**src/inc/ums_map.vh**
```
`ifndef UMS_MAP_VH
`define UMS_MAP_VH

// ************************************************************
// Register offsets (byte addresses)
// ************************************************************
`define UMS_OFF_STAT1  12'h000
`define UMS_OFF_EN1    12'h004
`define UMS_OFF_STAT2  12'h008
`define UMS_OFF_EN2    12'h00c
`define UMS_OFF_ISTAT  12'h010
`define UMS_OFF_IMASK  12'h014

// ************************************************************
// Modem status field positions
// ************************************************************
`define UMS_BIT_CTS_DELTA  0
`define UMS_BIT_DSR_DELTA  1
`define UMS_BIT_RING_RISE  2
`define UMS_BIT_CD_DELTA   3
`define UMS_BIT_CTS        4
`define UMS_BIT_DSR        5
`define UMS_BIT_RING       6
`define UMS_BIT_CD         7
`define UMS_EN_MODEM       3

// ************************************************************
// Reset values
// ************************************************************
`define UMS_EN_RESET    8'h00
`define UMS_MASK_RESET  2'h0

`endif

```
**src/logic/ums_port.v**
```verilog
`timescale 1ns/1ps
`default_nettype none

// ************************************************************
// One serial port's modem status logic
// ************************************************************
module ums_port (
  input  wire       pclk,
  input  wire       presetn,
  input  wire [3:0] lines_n,
  input  wire       status_read,
  input  wire       modem_int_en,
  output wire [7:0] status,
  output reg        modem_int
);
  reg  [3:0] sync1;
  reg  [3:0] sync2;
  reg  [3:0] prev;
  reg  [3:0] delta;
  wire [3:0] level;
  wire [3:0] rise_n;
  wire       change;

  // Lines order: 0 cts, 1 dsr, 2 ri, 3 dcd
  assign level  = ~sync2;
  assign rise_n = sync2 & ~prev;
  assign change = |(sync2 ^ prev);

  // Two-stage synchroniser and history
  always @(posedge pclk or negedge presetn) begin
    if (!presetn) begin
      sync1 <= 4'hf;
      sync2 <= 4'hf;
      prev  <= 4'hf;
    end else begin
      sync1 <= lines_n;
      sync2 <= sync1;
      prev  <= sync2;
    end
  end

  // Delta bits: low-to-high edge on pin, set beats read clear
  genvar i;
  generate
    for (i = 0; i < 4; i = i + 1) begin : g_delta
      always @(posedge pclk or negedge presetn) begin
        if (!presetn) begin
          delta[i] <= 1'b0;
        end else if (rise_n[i]) begin
          delta[i] <= 1'b1;
        end else if (status_read) begin
          delta[i] <= 1'b0;
        end
      end
    end
  endgenerate

  // Modem status interrupt on any change
  always @(posedge pclk or negedge presetn) begin
    if (!presetn) begin
      modem_int <= 1'b0;
    end else if (change && modem_int_en) begin
      modem_int <= 1'b1;
    end else if (status_read || !modem_int_en) begin
      modem_int <= 1'b0;
    end
  end

  assign status = {level[3], level[2], level[1], level[0],
                   delta[3], delta[2], delta[1], delta[0]};
endmodule

`default_nettype wire

```
**src/logic/ums_top.v**
```verilog
// Behaviour
// - Each of the two ports has its own active-low dsr, carrier detect and ring inputs.
// - Status bit 5 reads the complement of the data set ready input.
// - Status bit 1 sets when data set ready rose low-to-high since the last status read.
// - Status bit 7 reads the complement of the carrier detect input.
// - Status bit 3 sets when carrier detect rose low-to-high since the last status read.
// - Status bit 6 reads the complement of the ring indicator input.
// - Status bit 2 sets when ring indicator rose low-to-high since the last status read.
// - With enable bit 3 set, any change on dsr, carrier detect or ring raises the interrupt.
// - Status bit 4 reads complemented clear-to-send and bit 0 marks its low-to-high edge.
// - Clear-to-send is status only and raises the modem interrupt, nothing else.
`timescale 1ns/1ps
`default_nettype none
`include "ums_map.vh"

module ums_top (
  input  wire        pclk,
  input  wire        presetn,
  input  wire        psel,
  input  wire        penable,
  input  wire        pwrite,
  input  wire [11:0] paddr,
  input  wire [31:0] pwdata,
  output reg  [31:0] prdata,
  output reg         pready,
  output reg         pslverr,
  input  wire        primary_clear_to_send_n,
  input  wire        primary_data_set_ready_n,
  input  wire        primary_ring_indicator_n,
  input  wire        primary_carrier_detect_n,
  input  wire        secondary_clear_to_send_n,
  input  wire        secondary_data_set_ready_n,
  input  wire        secondary_ring_indicator_n,
  input  wire        secondary_carrier_detect_n,
  output reg         primary_irq,
  output reg         secondary_irq,
  output reg         irq
);
  reg  [7:0] interrupt_enable_register [0:1];
  reg  [1:0] int_status;
  reg  [1:0] int_mask;
  wire [7:0] modem_status_register [0:1];
  wire [1:0] port_int;
  wire [1:0] status_read;
  wire [3:0] lines_n [0:1];
  wire       access;
  wire       rd;
  wire       wr;
  reg  [31:0] next_prdata;
  reg         next_err;

  // ************************************************************
  // APB access decode
  // ************************************************************
  assign access = psel & penable & pready;
  assign rd     = access & ~pwrite;
  assign wr     = access & pwrite;
  assign status_read[0] = rd & (paddr == `UMS_OFF_STAT1);
  assign status_read[1] = rd & (paddr == `UMS_OFF_STAT2);

  // ************************************************************
  // Per-port modem status
  // ************************************************************
  assign lines_n[0] = {primary_carrier_detect_n, primary_ring_indicator_n,
                       primary_data_set_ready_n, primary_clear_to_send_n};
  assign lines_n[1] = {secondary_carrier_detect_n, secondary_ring_indicator_n,
                       secondary_data_set_ready_n, secondary_clear_to_send_n};

  // Status bits 7..4 levels, 3..0 deltas; cts affects status and the modem interrupt
  genvar p;
  generate
    for (p = 0; p < 2; p = p + 1) begin : g_port
      ums_port u_port (
        .pclk         (pclk),
        .presetn      (presetn),
        .lines_n      (lines_n[p]),
        .status_read  (status_read[p]),
        .modem_int_en (interrupt_enable_register[p][`UMS_EN_MODEM]),
        .status       (modem_status_register[p]),
        .modem_int    (port_int[p])
      );
    end
  endgenerate

  // ************************************************************
  // Registers
  // ************************************************************
  always @(posedge pclk or negedge presetn) begin
    if (!presetn) begin
      interrupt_enable_register[0] <= `UMS_EN_RESET;
      interrupt_enable_register[1] <= `UMS_EN_RESET;
      int_mask                     <= `UMS_MASK_RESET;
    end else if (wr) begin
      if (paddr == `UMS_OFF_EN1) begin
        interrupt_enable_register[0] <= pwdata[7:0];
      end else if (paddr == `UMS_OFF_EN2) begin
        interrupt_enable_register[1] <= pwdata[7:0];
      end else if (paddr == `UMS_OFF_IMASK) begin
        int_mask <= pwdata[1:0];
      end
    end
  end

  // Sticky event bits, set beats read clear
  always @(posedge pclk or negedge presetn) begin
    if (!presetn) begin
      int_status <= 2'h0;
    end else if (rd && paddr == `UMS_OFF_ISTAT) begin
      int_status <= port_int;
    end else begin
      int_status <= int_status | port_int;
    end
  end

  // ************************************************************
  // Read mux and answer
  // ************************************************************
  always @* begin
    next_prdata = 32'h0000_0000;
    next_err    = 1'b0;
    if (paddr == `UMS_OFF_STAT1) begin
      next_prdata = {24'h00_0000, modem_status_register[0]};
    end else if (paddr == `UMS_OFF_EN1) begin
      next_prdata = {24'h00_0000, interrupt_enable_register[0]};
    end else if (paddr == `UMS_OFF_STAT2) begin
      next_prdata = {24'h00_0000, modem_status_register[1]};
    end else if (paddr == `UMS_OFF_EN2) begin
      next_prdata = {24'h00_0000, interrupt_enable_register[1]};
    end else if (paddr == `UMS_OFF_ISTAT) begin
      next_prdata = {30'h0000_0000, int_status};
    end else if (paddr == `UMS_OFF_IMASK) begin
      next_prdata = {30'h0000_0000, int_mask};
    end else begin
      next_err = 1'b1;
    end
  end

  // No wait state: ready rises at the setup cycle's closing edge
  always @(posedge pclk or negedge presetn) begin
    if (!presetn) begin
      pready  <= 1'b0;
      pslverr <= 1'b0;
      prdata  <= 32'h0000_0000;
    end else if (psel && !penable) begin
      pready  <= 1'b1;
      pslverr <= next_err;
      prdata  <= pwrite ? 32'h0000_0000 : next_prdata;
    end else begin
      pready  <= 1'b0;
      pslverr <= 1'b0;
    end
  end

  // Interrupt outputs
  always @(posedge pclk or negedge presetn) begin
    if (!presetn) begin
      primary_irq   <= 1'b0;
      secondary_irq <= 1'b0;
      irq           <= 1'b0;
    end else begin
      primary_irq   <= port_int[0];
      secondary_irq <= port_int[1];
      irq           <= |(int_status & int_mask);
    end
  end
endmodule

`default_nettype wire

```
**config.mk**
```make
export PLATFORM = sky130hd
export DESIGN_NAME = ums_top
export DESIGN_NICKNAME = d
export VERILOG_FILES = /design/src/logic/ums_port.v /design/src/logic/ums_top.v
export VERILOG_INCLUDE_DIRS = /design/src /design/src/inc
export SDC_FILE = /design/constraint.sdc
export NUM_CORES = 1
export LEC_CHECK = 0
export BUFFER_PORTS_ARGS = -buffer_cell sky130_fd_sc_hd__clkbuf_2
export CAP_MARGIN = 20
export CORE_MARGIN = 2
export CORE_UTILIZATION = 46
export CTS_CLUSTER_DIAMETER = 50
export DETAILED_ROUTE_END_ITERATION = 10
export GPL_TIMING_DRIVEN = 0
export PLACE_DENSITY = 0.76
export REMOVE_ABC_BUFFERS = 1
export SETUP_SLACK_MARGIN = 0.2
export SYNTH_ARGS = -nofsm -noshare
export SYNTH_HDL_FRONTEND = slang
export SYNTH_SLANG_ARGS = --single-unit
```
**constraint.sdc**
```tcl
create_clock -name pclk -period 1.4 [get_ports pclk]
set_input_delay 0.21 -clock pclk [delete_from_list [all_inputs] [get_ports pclk]]
set_output_delay 0.21 -clock pclk [all_outputs]
set_load 0.01 [all_outputs]
```
## Word level (Yosys, flattened, before mapping)

Index checks and enable logic that the tools add are counted.

| word-level totals | value |
|---|---|
| latch bits | 0 |
| ROM bits | 0 |
| flip-flop bits (word level) | 91 |
| memories kept | 0 |
| input port bits | 57 |
| memory bits (writable) | 0 |

| operators by class | value |
|---|---|
| div/mod/pow operators | 0 |
| reductions and logical operators | 26 |
| multiply operators | 0 |
| shifts and indexed selects | 0 |
| muxes and demuxes | 30 |
| equal/unequal tests | 5 |
| order comparisons | 0 |
| bitwise operators | 19 |
| add/subtract/negate cells | 0 |

Operators with widths:

| operator | number |
|---|---|
| $mux W32 | 1 |
| $mux W8 | 4 |
| $eq A12 B4 Y1 const B | 2 |
| $eq A12 B5 Y1 const B | 2 |
| $mux W1 | 22 |
| $reduce_bool A2 Y1 | 10 |
| $not A4 Y4 | 4 |
| $eq A12 B3 Y1 const B | 1 |
| $logic_not A12 Y1 | 1 |
| $and A4 B4 Y4 | 2 |
| $reduce_or A4 Y1 | 2 |
| $xor A4 B4 Y4 | 2 |
| $and A1 B1 Y1 | 6 |
| $mux W2 | 3 |
| $logic_and A1 B1 Y1 | 4 |
| $reduce_and A4 Y1 | 1 |
| $logic_not A1 Y1 | 3 |
| $not A1 Y1 | 3 |
| $reduce_and A3 Y1 | 1 |
| $and A2 B2 Y2 | 1 |
| $logic_or A1 B1 Y1 | 2 |
| $or A2 B2 Y2 | 1 |
| $reduce_and A2 Y1 | 1 |
| $reduce_or A2 Y1 | 1 |

## Logic depth before layout (Yosys ltp)

| logic depth | value |
|---|---|
| depth after elaboration | 8 |
| gate-level depth with buffers | 6 |
| mapped depth without buffers | 4 |

## By module

A second synthesis with hierarchy kept.

| unflattened totals | value |
|---|---|
| cell total of the unflattened synthesis | 234 |
| area total of the unflattened synthesis | 2940.3 µm² |

Modules (own cells, without submodules):

| module | times used | cells each | area an instance (µm²) |
|---|---|---|---|
| ums_top | 1 | 160 | 1791.7 |
| ums_port | 2 | 37 | 574.3 |

## Worst setup path before layout

Ideal clock, no wire load.

| path | value |
|---|---|
| path kind | input port to flip-flop |
| start | input port paddr[9] |
| end | register interrupt_enable_register[0] in the netlist's numbering |
| data arrival time | 1390 ps |
| setup slack | -115 ps |
| data required time | 1275 ps |
| stages | 4 |
| path through | nor4_4 -> nand4_2 -> nor3_4 -> mux2_2 |

| on the way | value |
|---|---|
| cells in the longest elaborated chain, start to end | 3 |

RTL lines:

| what | RTL line | RTL |
|---|---|---|
| from (decl) | ums_top.v:22 | `input wire [11:0] paddr,` |
| $eq A12 B3 Y1 (no source line) | - |  |
| $not A1 Y1 (no source line) | - |  |
| $reduce_and A3 Y1 (no source line) (*) | - |  |
| to (decl) | ums_top.v:39 | `reg [7:0] interrupt_enable_register [0:1];` |

Every way passes the cells marked *; elsewhere a longest branch is shown, timed or not.
A chain may end at the register's enable or synchronous reset.

## Worst setup path after layout

| path | value |
|---|---|
| start | register pready |
| end | register int_mask[1] |

| on the way | value |
|---|---|
| cells in the longest elaborated chain, start to end | 3 |

RTL lines:

| what | RTL line | RTL |
|---|---|---|
| from (decl) | ums_top.v:25 | `output reg pready,` |
| from (signal assigned) | ums_top.v:141 | `pready <= 1'b0;` |
| from (signal assigned) | ums_top.v:145 | `pready <= 1'b1;` |
| from (signal assigned) | ums_top.v:149 | `pready <= 1'b0;` |
| $and A1 B1 Y1 | ums_top.v:55 | `assign access = psel & penable & pready;` |
| $and A1 B1 Y1 | ums_top.v:57 | `assign wr = access & pwrite;` |
| $reduce_and A4 Y1 (no source line) | - |  |
| to (signal assigned) | ums_top.v:92 | `` int_mask <= `UMS_MASK_RESET; `` |
| to (signal assigned) | ums_top.v:99 | `int_mask <= pwdata[1:0];` |
| to (decl) | ums_top.v:41 | `reg [1:0] int_mask;` |

No other way between the ends.

==> impl_metrics.ini <==
[placed_design]
gp_congestion = 0.797
postPlaceCellArea_mm2 = 0.00316
hpwl_um = 3890
io_buffers = 45

[critical_path]
required_ps = 1630
crit_arrival_ps = 1660
start_kind = flop
rr_startpoint = pready$_DFF_PN0_
crit_path_end_kind = flop
crit_path_start = pready$_DFF_PN0_
path_class = flop to flop
critical_path.max_fanout = 3

[sta]
rsz0062_at_grt = true
tightest_slew_ps = 898
fin_crit_sh_pct = 102
hold_viol = 0
clock_skew_ps = 10.4
post-route-min-period_ps = 1430
fmax_mhz = 700
slew_violations = 0
finalSetupViolCount = 7
slew_headroom_pct = 40.1
fin_ws_ps = -28.2

[synthesis]
synth_compound_area_share_pct = 10.3
synth_edf_count = 0
ys_ff_latch = 67
synth_xor_area_share_pct = 0
postSynthAreaPerCell_um2 = 12.4
synth_commonest_cells = dfrtp_1 (43), buf_4 (24), dfstp_2 (24)
seq_area_frac_synth_pct = 57.8
post_synth_main_area_contributors = dfrtp_1 (36%), dfstp_2 (21%), mux2_2 (6.9%)
ys.flop_type = dfrtp_1
netlist_area_mm2 = 0.00295
synth-simple-area-share_pct = 12.2
synthMuxAreaShare_pct = 7.54
yosysTopAreaCell = dfrtp_1
synth_fa_ha_area_share_pct = 3.39
yosys_warnings = 0
synth.top_cell.area_share_pct = 36.4
synth_top_family_by_area = simple AND/OR/NAND/NOR gates
synthCells = 238
ys_types = 44
ys_async_sr_fraction_pct = 100
synth_most_common_cell = dfrtp_1

[power_and_ir_drop]
cell_internal_pwr_uw = 2970
power.density_mw_per_mm2 = 1020
p_sw_uw = 988
p_seq_share_pct = 51.2
p_sw_share_pct = 25.0
power_frac_clock_pct = 40.5
p_comb_share_pct = 8.3
leakage_uw = 0.00178
vdd_drop_max_mv = 0.905

[clock_network]
clk_path_buf_depth = 2
clock_latency_ps = 340
cts_tree = built
cts_sinks = 67
clockRootBuffer = clkbuf_8
path_clk_slew_ps = 70
htreeDepth = 3
numCtsBuffers = 9

[hold_path]
holdCritPathClass = input pin to asynchronous set/reset pin

[routing]
routedWlPerCell_um = 16.8
met2_length_um = 3400
dr.pass1.iters = 5
drc = 0
detail_route.iter0.violations = 138
via_count = 2032
top_layer_used = met4
wirelength_um = 6510
ant_nets = 0
vias_per_cell = 5.25
met3WireLength_um = 353
wl_met1_um = 2630

[grt]
grt_antenna_before_repair = 0
grt_first_pass_wirelength_um = 9960
grt_overflow_total = 0
grt_pass1_vias = 2002
track_usage_pct = 18.5
grt_max_degree = 68

[finish]
diodes = 0
fin_util_pct = 61.9
area_delta_synth_final_pct = 31.6
finalInstanceArea_mm2 = 0.00389
drive_gt1_share_pct = 48.1
nNetsFinal = 370

[floorplanning]
die-width_um = 84.1
die_y_um = 84.1
initial_core_util_pct = 47.1
rows = 29
ios = 94
fp.coreArea_mm2 = 0.00628
fp.dieArea_mm2 = 0.00708

[run_status]
failed_checks = setup timing
status = finished with violations

[flow_run]
drv_cap = 0
-- what timing repair did --
item,in CTS,in global routing
cloned,0,0
hold buffers,8,0
resized for setup,42,30
buffers inserted,8,3
endpoints found under the hold margin,8,0
pin swaps,22,9
setup endpoints to repair,34,36
-- cells in the final DEF (no fill, tap or decap), drive strengths merged, types with 5 or more instances in the layout --
cell type / n
clkbuf: 53
nor2b: 5
dlygate4sd3: 8
a21o: 10
conb: 24
dfrtp: 43
inv: 13
nand4: 5
ha: 8
dfstp: 24
nand2: 10
mux2: 18
nor2: 9
nor3: 8
buf: 13
o21ai: 8
-- flip-flops by register name (all words and copies together) (netlist names) --
signal,flops
interrupt_enable_register,16
g_port.u_port.prev,8
g_port.u_port.status,8
g_port.u_port.sync1,8
g_port.u_port.sync2,8
prdata,8
g_port.u_port.modem_int,2
int_mask,2
int_status,2
irq,1
pready,1
primary_irq,1
pslverr,1
secondary_irq,1
-- logic make-up (layout without fill, tap and decap cells) --
| group | Yosys count | after routing |
|---|---|---|
| AOI/OAI and AO/OA | 44 | 44 |
| and+or+nand+nor | 55 | 55 |
| buffers and inverters | 43 | 92 |
| muxes | 20 | 20 |
| DFF | 67 | 67 |
| adders and majority gates | 8 | 8 |
| other | 1 | 24 |
-- layer usage --
metal  vias up  GRT usage (%)
met2        72           30.7
met1      1018           22.8
met5         -              0
met4         0           7.48
met3        10           5.31
li1        932              -
-- critical path: stages, from the launching register on --
cell and delay [ps]:
dfrtp_1 370, nand4_1 110, buf_6 160, nor2_2 90
and4b_2 280, mux2_4 310
-- through the flow --
step | power, µW | cells | TNS (ps) | hold slack [ps] | setup WS (ps)
floorplan | 2150 | 230 | -2350 | -85.6 | -115
global placement | 2290 | 352 | -25450 | 297 | -568
detailed placement | 2300 | 352 | -14540 | 299 | -607
CTS | 3960 | 384 | 0 | 40.6 | 13.4
global route | 4110 | 387 | -652 | 83.8 | -59.3
finish | 3960 | 387 | -86.0 | 9.45 | -28.2
-- path summary, 6_finish.rpt --
check,end,slack [ps],depth (start not counted)
max,int_mask[1]$_DFFE_PN0P_,-30,5
min,prdata[1]$_DFFE_PN0P_,9,1
max reg2reg,int_mask[1]$_DFFE_PN0P_,-30,5
min reg2reg,g_port[0].u_port.sync2[1]$_DFF_PN1_,360,0
max in group asynchronous,interrupt_enable_register[9]$_DFFE_PN0P_,800,1
min in group pclk,interrupt_enable_register[4]$_DFFE_PN0P_,120,2
-- power groups by stage --
stage	registers, µW	clock network (µW)	logic [µW]
6_report	2030	1600	327
5_1_grt	2030	1720	360
4_1_cts	2030	1630	301
3_5_place_dp	2060	0	245
3_3_place_gp	2050	0	240
2_1_floorplan	2050	0	103
-- area by class of cell --
| cell class | count | area [µm²] |
|---|---|---|
| tap | 77 | 96.3 |
| multi-input combinational | 151 | 1370 |
| clock inverter | 6 | 73.8 |
| clock buffer | 10 | 128 |
| fill | 498 | 2390 |
| timing repair buffer | 64 | 468 |
| inverter | 12 | 45.0 |
| sequential | 67 | 1710 |
(Power assumes the default switching activity.)
